## config.mk

```make
export PLATFORM = sky130hd
export DESIGN_NAME = operating_mode_supervisor
export DESIGN_NICKNAME = d
export VERILOG_FILES = /design/src/hdl/di_sync.v /design/src/hdl/setpoint_tracker.v /design/src/hdl/operating_mode_supervisor.v
export VERILOG_INCLUDE_DIRS = /design/src /design/src/shared
export SDC_FILE = /design/constraint.sdc
export NUM_CORES = 1
export LEC_CHECK = 0
export ABC_CLOCK_PERIOD_IN_PS = 4400
export BUFFER_PORTS_ARGS = -buffer_cell sky130_fd_sc_hd__buf_2
export CORE_MARGIN = 2
export CORE_UTILIZATION = 42
export CTS_CLUSTER_DIAMETER = 200
export DETAILED_ROUTE_END_ITERATION = 10
export PLACE_DENSITY = 0.73
export SYNTH_ARGS = -nofsm -noshare
export SYNTH_HDL_FRONTEND = slang
export SYNTH_SLANG_ARGS = --single-unit
```

## constraint.sdc

```tcl
create_clock -name clk_in -period 4.4 [get_ports clk_in]
set_clock_uncertainty 0.2 [all_clocks]
set_input_delay 0.66 -clock clk_in [delete_from_list [all_inputs] [get_ports clk_in]]
set_output_delay 0.66 -clock clk_in [all_outputs]
set_load 0.02 [all_outputs]
```

## src/shared/opmode_consts.vh

```
`ifndef OPMODE_CONSTS_VH
`define OPMODE_CONSTS_VH

// register byte offsets
`define REG_CTRL 8'h00
`define REG_DI_ASSIGN 8'h04
`define REG_LOCAL_SP 8'h08
`define REG_STATUS 8'h0c
`define REG_REMOTE_SP 8'h10

// control register fields
`define CTRL_RESET 32'h0000_0004
`define CTRL_INHIBIT 0
`define CTRL_ACK_PERMIT 1
`define CTRL_MAN_PERMIT 2
`define CTRL_TRACK 3
`define CTRL_PON_LO 4
`define CTRL_PON_HI 5
`define CTRL_RREQ 6
`define CTRL_MREQ 7
`define CTRL_TPL_LO 8
`define CTRL_TPL_HI 15
`define CTRL_USED 32'h0000_ffff

// discrete input assignment fields
`define DIA_RESET 32'h0000_0000
`define DIA_CODE_LO 0
`define DIA_CODE_HI 7
`define DIA_ACK_LO 8
`define DIA_ACK_HI 11
`define DIA_FM_LO 12
`define DIA_FM_HI 15
`define DIA_SEL_LO 16
`define DIA_SEL_HI 19
`define DIA_USED 32'h000f_ffff

// operating modes
`define MODE_AUTO 2'h0
`define MODE_REMOTE 2'h1
`define MODE_MANUAL 2'h2

// qualifying codes
`define TPL_ACK_A 8'h1e
`define TPL_ACK_B 8'h21
`define FUNC_REMOTE_ACK 8'h3c

// cycles to let the discrete input synchronisers fill after reset
`define SYNC_WAIT 2'h2
`define SP_RESET 16'h0000

`endif

```

## src/hdl/di_sync.v

```verilog
`timescale 1ns/1ps
`default_nettype none

module di_sync #(
    parameter WIDTH = 15
) (
    input wire clk_in,
    input wire rst_in,
    input wire [WIDTH-1:0] async_in,
    output reg [WIDTH-1:0] sync_out
);

    // first stage is read only by the second stage
    reg [WIDTH-1:0] stage1;

    always @(posedge clk_in) begin
        if (rst_in) begin
            stage1 <= {WIDTH{1'b0}};
            sync_out <= {WIDTH{1'b0}};
        end else begin
            stage1 <= async_in;
            sync_out <= stage1;
        end
    end

endmodule

`default_nettype wire

```

## src/hdl/setpoint_tracker.v

```verilog
`timescale 1ns/1ps
`default_nettype none
`include "opmode_consts.vh"

module setpoint_tracker #(
    parameter SP_WIDTH = 16
) (
    input wire clk_in,
    input wire rst_in,
    input wire wr_en_in,
    input wire [SP_WIDTH-1:0] wr_data_in,
    input wire [SP_WIDTH-1:0] remote_sp_in,
    input wire remote_src_in,
    input wire track_en_in,
    output reg [SP_WIDTH-1:0] local_sp_out
);

    reg src_q;
    reg [SP_WIDTH-1:0] saved_sp;
    wire enter_remote;
    wire leave_remote;

    assign enter_remote = remote_src_in & ~src_q;
    assign leave_remote = ~remote_src_in & src_q;

    always @(posedge clk_in) begin
        if (rst_in) begin
            src_q <= 1'b0;
            saved_sp <= `SP_RESET;
            local_sp_out <= `SP_RESET;
        end else begin
            src_q <= remote_src_in;
            if (enter_remote)
                saved_sp <= local_sp_out;
            // a change back to the local source wins over a software write in the same cycle
            if (leave_remote && track_en_in)
                local_sp_out <= remote_sp_in;
            else if (leave_remote)
                local_sp_out <= saved_sp;
            else if (wr_en_in)
                local_sp_out <= wr_data_in;
        end
    end

endmodule

`default_nettype wire

```

## src/hdl/operating_mode_supervisor.v

```verilog
// Operation
// - remote allowed only while remote inhibit off
// - inhibit ignores ack, selection, request, remote start
// - ack permit lets discrete input gate remote
// - ack needs template, permit, request, code sixty
// - auto-only setting refuses any entry to manual
// - manual prohibited ignores forced manual and start
// - start in the power-on mode setting
// - remote start inhibited: manual if forced, else auto
// - manual start prohibited: remote if acked, else auto
// - tracking on: remote to auto copies remote setpoint
// - tracking off: restore local setpoint saved earlier
// - manual source change remote-local tracks likewise
// - remote source change to local applies tracking
`timescale 1ns/1ps
`default_nettype none
`include "opmode_consts.vh"

module operating_mode_supervisor #(
    parameter DI_COUNT = 15,
    parameter SP_WIDTH = 16
) (
    input wire clk_in,
    input wire rst_in,
    input wire psel_in,
    input wire penable_in,
    input wire pwrite_in,
    input wire [7:0] paddr_in,
    input wire [31:0] pwdata_in,
    output reg [31:0] prdata_out,
    output wire pready_out,
    output wire pslverr_out,
    input wire [DI_COUNT-1:0] discrete_input_in,
    input wire [SP_WIDTH-1:0] remote_setpoint_in,
    output reg [1:0] mode_out,
    output reg setpoint_remote_out,
    output reg [SP_WIDTH-1:0] setpoint_out,
    output wire [SP_WIDTH-1:0] local_setpoint_out
);

    localparam ST_INIT = 2'h0;
    localparam ST_RUN = 2'h1;

    reg [31:0] ctrl;
    reg [31:0] di_assign;
    reg [1:0] phase;
    reg [1:0] wait_cnt;
    reg [1:0] mode;
    reg [1:0] next_mode;
    reg [31:0] rdata;
    reg addr_ok;
    reg pon_manual;

    wire [DI_COUNT-1:0] di_sync;
    wire remote_inhibit;
    wire remote_ack_permit;
    wire manual_permit_select;
    wire setpoint_track_enable;
    wire [1:0] power_on_mode;
    wire remote_request_param;
    wire manual_request;
    wire [7:0] control_template;
    wire [7:0] ack_code;
    wire ack_di;
    wire forced_manual;
    wire sel_di;
    wire remote_request;
    wire ack_active;
    wire want_remote;
    wire manual_ok;
    wire remote_src;
    wire setup;
    wire access;
    wire wr_local;
    wire wr_ctrl;
    wire manual_demand;

    // picks the discrete input assigned to a function; slot 0 means none
    function di_slot;
        input [DI_COUNT-1:0] di;
        input [3:0] slot;
        integer i;
        begin
            di_slot = 1'b0;
            for (i = 1; i <= DI_COUNT; i = i + 1) begin
                if (slot == i[3:0])
                    di_slot = di[i-1];
            end
        end
    endfunction

    di_sync #(
        .WIDTH(DI_COUNT)
    ) u_di_sync (
        .clk_in(clk_in),
        .rst_in(rst_in),
        .async_in(discrete_input_in),
        .sync_out(di_sync)
    );

    assign remote_inhibit = ctrl[`CTRL_INHIBIT];
    assign remote_ack_permit = ctrl[`CTRL_ACK_PERMIT];
    assign manual_permit_select = ctrl[`CTRL_MAN_PERMIT];
    assign setpoint_track_enable = ctrl[`CTRL_TRACK];
    assign power_on_mode = ctrl[`CTRL_PON_HI:`CTRL_PON_LO];
    assign remote_request_param = ctrl[`CTRL_RREQ];
    assign manual_request = ctrl[`CTRL_MREQ];
    assign control_template = ctrl[`CTRL_TPL_HI:`CTRL_TPL_LO];
    assign ack_code = di_assign[`DIA_CODE_HI:`DIA_CODE_LO];

    assign ack_di = di_slot(di_sync, di_assign[`DIA_ACK_HI:`DIA_ACK_LO]);
    assign forced_manual = di_slot(di_sync, di_assign[`DIA_FM_HI:`DIA_FM_LO]);
    assign sel_di = di_slot(di_sync, di_assign[`DIA_SEL_HI:`DIA_SEL_LO]);

    // request and discrete selection count for nothing under inhibit
    assign remote_request = ~remote_inhibit &
        (remote_request_param | sel_di);

    // acknowledge function qualifies only with every condition present
    assign ack_active = ~remote_inhibit & remote_ack_permit &
        remote_request_param &
        ((control_template == `TPL_ACK_A) |
         (control_template == `TPL_ACK_B)) &
        (ack_code == `FUNC_REMOTE_ACK) &
        (di_assign[`DIA_ACK_HI:`DIA_ACK_LO] != 4'h0);

    // with the function active the input decides, otherwise the request;
    // the inhibit value leaves the input without effect
    assign want_remote = ~remote_inhibit &
        (ack_active ? ack_di : remote_request);

    assign manual_ok = manual_permit_select;

    // a manual start is held like an operator request until the next
    // control word, otherwise it would last a single cycle
    assign manual_demand = manual_request | forced_manual |
        pon_manual;

    always @* begin
        next_mode = mode;
        if (phase == ST_INIT) begin
            case (power_on_mode)
                `MODE_REMOTE: begin
                    if (!remote_inhibit)
                        next_mode = `MODE_REMOTE;
                    else if (forced_manual && manual_ok)
                        next_mode = `MODE_MANUAL;
                    else
                        next_mode = `MODE_AUTO;
                end
                `MODE_MANUAL: begin
                    if (manual_ok)
                        next_mode = `MODE_MANUAL;
                    else if (!remote_inhibit && ack_di &&
                             remote_request_param)
                        next_mode = `MODE_REMOTE;
                    else
                        next_mode = `MODE_AUTO;
                end
                default: begin
                    next_mode = `MODE_AUTO;
                end
            endcase
        end else begin
            case (mode)
                `MODE_AUTO: begin
                    if (manual_ok && manual_demand)
                        next_mode = `MODE_MANUAL;
                    else if (want_remote)
                        next_mode = `MODE_REMOTE;
                end
                `MODE_REMOTE: begin
                    if (manual_ok && manual_demand)
                        next_mode = `MODE_MANUAL;
                    else if (!want_remote)
                        next_mode = `MODE_AUTO;
                end
                `MODE_MANUAL: begin
                    // leaving manual lands where the remote request points
                    if (!manual_ok || !manual_demand)
                        next_mode = want_remote ? `MODE_REMOTE :
                            `MODE_AUTO;
                end
                default: begin
                    next_mode = `MODE_AUTO;
                end
            endcase
        end
    end

    // waits for the synchronisers to hold real input levels first
    always @(posedge clk_in) begin
        if (rst_in) begin
            phase <= ST_INIT;
            wait_cnt <= 2'h0;
            pon_manual <= 1'b0;
            mode <= `MODE_AUTO;
        end else begin
            case (phase)
                ST_INIT: begin
                    if (wait_cnt == `SYNC_WAIT) begin
                        phase <= ST_RUN;
                        mode <= next_mode;
                        pon_manual <= next_mode == `MODE_MANUAL;
                    end else begin
                        wait_cnt <= wait_cnt + 2'h1;
                    end
                end
                ST_RUN: begin
                    mode <= next_mode;
                    // a new control word hands the choice back to the request
                    if (wr_ctrl || !manual_ok)
                        pon_manual <= 1'b0;
                end
                default: begin
                    phase <= ST_INIT;
                end
            endcase
        end
    end

    // the remote setpoint is in force in remote mode, and in manual while
    // the source still selects remote
    assign remote_src = (phase == ST_RUN) &&
        ((mode == `MODE_REMOTE) ||
         ((mode == `MODE_MANUAL) && want_remote));

    assign setup = psel_in & ~penable_in;
    assign access = psel_in & penable_in;
    assign wr_local = access & pwrite_in & (paddr_in == `REG_LOCAL_SP);
    assign wr_ctrl = access & pwrite_in & (paddr_in == `REG_CTRL);

    setpoint_tracker #(
        .SP_WIDTH(SP_WIDTH)
    ) u_tracker (
        .clk_in(clk_in),
        .rst_in(rst_in),
        .wr_en_in(wr_local),
        .wr_data_in(pwdata_in[SP_WIDTH-1:0]),
        .remote_sp_in(remote_setpoint_in),
        .remote_src_in(remote_src),
        .track_en_in(setpoint_track_enable),
        .local_sp_out(local_setpoint_out)
    );

    always @* begin
        addr_ok = 1'b1;
        rdata = 32'h0000_0000;
        case (paddr_in)
            `REG_CTRL: rdata = ctrl;
            `REG_DI_ASSIGN: rdata = di_assign;
            `REG_LOCAL_SP: rdata[SP_WIDTH-1:0] = local_setpoint_out;
            `REG_STATUS: begin
                rdata[1:0] = mode;
                rdata[2] = remote_src;
                rdata[3] = ack_active;
                rdata[4] = want_remote;
                rdata[5] = phase == ST_RUN;
                rdata[6] = pon_manual;
                rdata[31:16] = setpoint_out;
            end
            `REG_REMOTE_SP: rdata[SP_WIDTH-1:0] = remote_setpoint_in;
            default: addr_ok = 1'b0;
        endcase
    end

    // zero wait states: read data is latched in the setup cycle
    assign pready_out = 1'b1;
    assign pslverr_out = access & ~addr_ok;

    always @(posedge clk_in) begin
        if (rst_in) begin
            ctrl <= `CTRL_RESET;
            di_assign <= `DIA_RESET;
            prdata_out <= 32'h0000_0000;
        end else begin
            if (setup && !pwrite_in)
                prdata_out <= rdata;
            if (access && pwrite_in && paddr_in == `REG_CTRL)
                ctrl <= pwdata_in & `CTRL_USED;
            if (access && pwrite_in && paddr_in == `REG_DI_ASSIGN)
                di_assign <= pwdata_in & `DIA_USED;
        end
    end

    always @(posedge clk_in) begin
        if (rst_in) begin
            mode_out <= `MODE_AUTO;
            setpoint_remote_out <= 1'b0;
            setpoint_out <= `SP_RESET;
        end else begin
            mode_out <= mode;
            setpoint_remote_out <= remote_src;
            setpoint_out <= remote_src ? remote_setpoint_in :
                local_setpoint_out;
        end
    end

endmodule

`default_nettype wire

```

==> flow_metrics.tcl <==
set metrics [dict create \
    synth_cell_type_count 65 \
    clk_pin_slew_ns 0.06 \
    totalWireLength_um 18700 \
    slew_headroom_pct 23.1 \
    most-common-layout-cells "nand2_1, dfxtp_1, buf_2" \
    clkLatencyLatePin_ns 0.42 \
    grt.overflow.total 0 \
    synth_area_um2 7060 \
    power.leakage_uw 0.00325 \
    io_buffers 131 \
    syn_to_final_growth_pct 18.4 \
    coreArea_um2 16500 \
    finalHoldWorstSlack_ns 0.234 \
    clk_root_buffer_cell "clkbuf_16" \
    cts_tree "built" \
    ant_nets 0 \
    grt_use_total_pct 21.3 \
    r2r_slack_ns 1.07 \
    ctsHtreeMaxLevel 4 \
    dp_worst_setup_slack_ns 1.05 \
    drc 0 \
    yosysSeqAreaShare_pct 43.9 \
    synth_edf_count 0 \
    antenna_cells 0 \
    gp_congestion 0.890 \
    dr.pass1.iters 6 \
    postSynthAreaPerCell_um2 8.50 \
    register_area_um2 3100 \
    ys.warnings.count 0 \
    via_count 6336 \
    powerDensity_nw_per_um2 366 \
    tns_ns 0 \
    n_fill_cell 1558 \
    critPathKind "reg2reg" \
    drt_first_iter_violations 486 \
    fin_ws_ns 1.07 \
    critPathCaptureType "flip-flop" \
    synthesis.nets 910 \
    cp_max_fo 16 \
    fin_crit_sh_pct 75.6 \
    worstMarginPinSlew_ns 1.15 \
    num_rows 47 \
    synthCells 831 \
    io_pins 145 \
    final_common_cell "nand2_1" \
    setup_viol 0 \
    topRoutingLayerUsed "met4" \
    layout.nets 1007 \
    final_area_um2 8370 \
    required_ns 4.51 \
    hp-class "reg2reg" \
    grt_max_degree 83 \
    synth-async-reset-ratio_pct 0 \
    routed_via_density 5.46 \
    start_kind "flip-flop" \
    cts_resized 0 \
    multi_input_area_um2 3620 \
    post_cts_buffers 0 \
    max-cap-violations 0 \
    dieArea_um2 17900 \
    drive_above_1_share_pct 21.7 \
    antenna_found_initial 0 \
    dr_wl_met2_um 8590 \
    synth-main-ff-cell "dfxtp_1" \
    floorplan.initialDensity_pct 42.7 \
    final_util_pct 50.6 \
    synth_seq_cells 155 \
    hold_viol_final 0 \
    dieHeight_um 134 \
    min_period_ns 3.33 \
    cp.arrival_ns 3.44 \
    clockBufferDepth 2 \
    ir_worst_vdd_v 0.000307 \
    placed_cell_area_um2 7780 \
    postCtsHoldBufs 0 \
    rsz0062_at_grt "false" \
    wl_met3_um 1400 \
    grt_pass1_wl_um 30400 \
    fmax_mhz 300 \
    avgRoutedWirePerCell_um 16.1 \
    grt_pass1_vias 5732 \
    outcome "finished clean" \
    place_hpwl_um 13400 \
    die_w_um 134 \
    cts_buffers 17 \
    wl_met1_um 8370 \
    cts_sinks 155 \
    drv_slew 0 \
]
## critical path, stage by stage (launching register included)
cell and delay (ns):
dfxtp_1 0.63, or4b_1 0.51, a311o_1 0.38, o211ai_2 0.10
o31ai_2 0.13, a31oi_4 0.58, nand2_4 0.30, mux2_4 0.37
## synth_stat cells, drive strengths merged (4+ instances only)
master	n	share of area, %
nand2	182	9.8
dfxtp	155	44
a21oi	88	6.2
nor2	71	4.0
mux2i	53	7.5
clkbuf	43	2.3
nor2b	39	3.5
mux2	21	3.9
buf	20	1.9
nand3	14	0.99
a222oi	12	1.7
inv	11	0.58
nor3	11	0.78
a221oi	9	1.1
a211oi	8	0.85
a31oi	8	0.92
o211ai	8	0.92
nand3b	6	0.64
o21ai	6	0.43
and2	5	0.44
nor4	5	0.44
a2111oi	4	0.76
a22oi	4	0.43
and3	4	0.35
nor3b	4	0.50
o31ai	4	0.50
## report_power, final
group	switching, uW	internal (uW)	leakage, uW	total [uW]
logic	110	65.7	0.00170	176
registers	20.7	1430	0.00126	1450
clock network	592	845	0.000287	1440
## registers in the layout (all words and copies together) (netlist names)
signal                  flops
prdata_out                 32
di_assign                  20
ctrl                       16
setpoint_out               16
u_tracker.local_sp_out     16
u_tracker.saved_sp         16
u_di_sync.stage1           15
u_di_sync.sync_out         15
mode                        2
mode_out                    2
wait_cnt                    2
phase                       1
pon_manual                  1
u_tracker.src_q             1
## cells by family after synthesis
kind of cell,after synthesis,share of synthesized area [%]
adder cells (fa/ha/maj),3,0.532
multiplexers,75,11.7
buffers and inverters,74,4.75
AND/OR/NAND/NOR,360,23.5
XOR/XNOR,1,0.124
AO/OA/AOI/OAI,162,15.4
flip-flops,155,43.9
other,1,0.0531
## path summary, 6_finish.rpt
check                                               startpoint                                 endpoint  cells after the start
worst max-delay path                 di_assign[8]$_SDFFE_PP0P_  u_tracker.local_sp_out[13]$_SDFFE_PP0P_                      7
worst min-delay path            u_di_sync.stage1[1]$_SDFF_PP0_         u_di_sync.sync_out[1]$_SDFF_PP0_                      1
worst max register to register       di_assign[8]$_SDFFE_PP0P_  u_tracker.local_sp_out[13]$_SDFFE_PP0P_                      7
worst min register to register  u_di_sync.stage1[1]$_SDFF_PP0_         u_di_sync.sync_out[1]$_SDFF_PP0_                      1
## per-layer routing
metal,up-vias,global-route usage [%]
li1,3092,-
met1,2950,28.2
met2,260,33.8
met3,34,4.91
met4,0,7.80
met5,-,0
## through the flow
step,instances,total power [uW]
floorplan,831,1580
global placement,1129,1650
detailed placement,1129,1660
CTS,1161,3090
global route,1161,3160
finish,1161,3070
## final cells by class
type | count | area share, %
tap | 220 | 3.29
clock inverter | 11 | 1.29
sequential | 155 | 37.1
multi-input combinational | 602 | 43.3
timing repair buffer | 141 | 8.76
inverter | 11 | 0.494
clock buffer | 21 | 5.74
No activity file was read; power rests on OpenSTA's default activity.
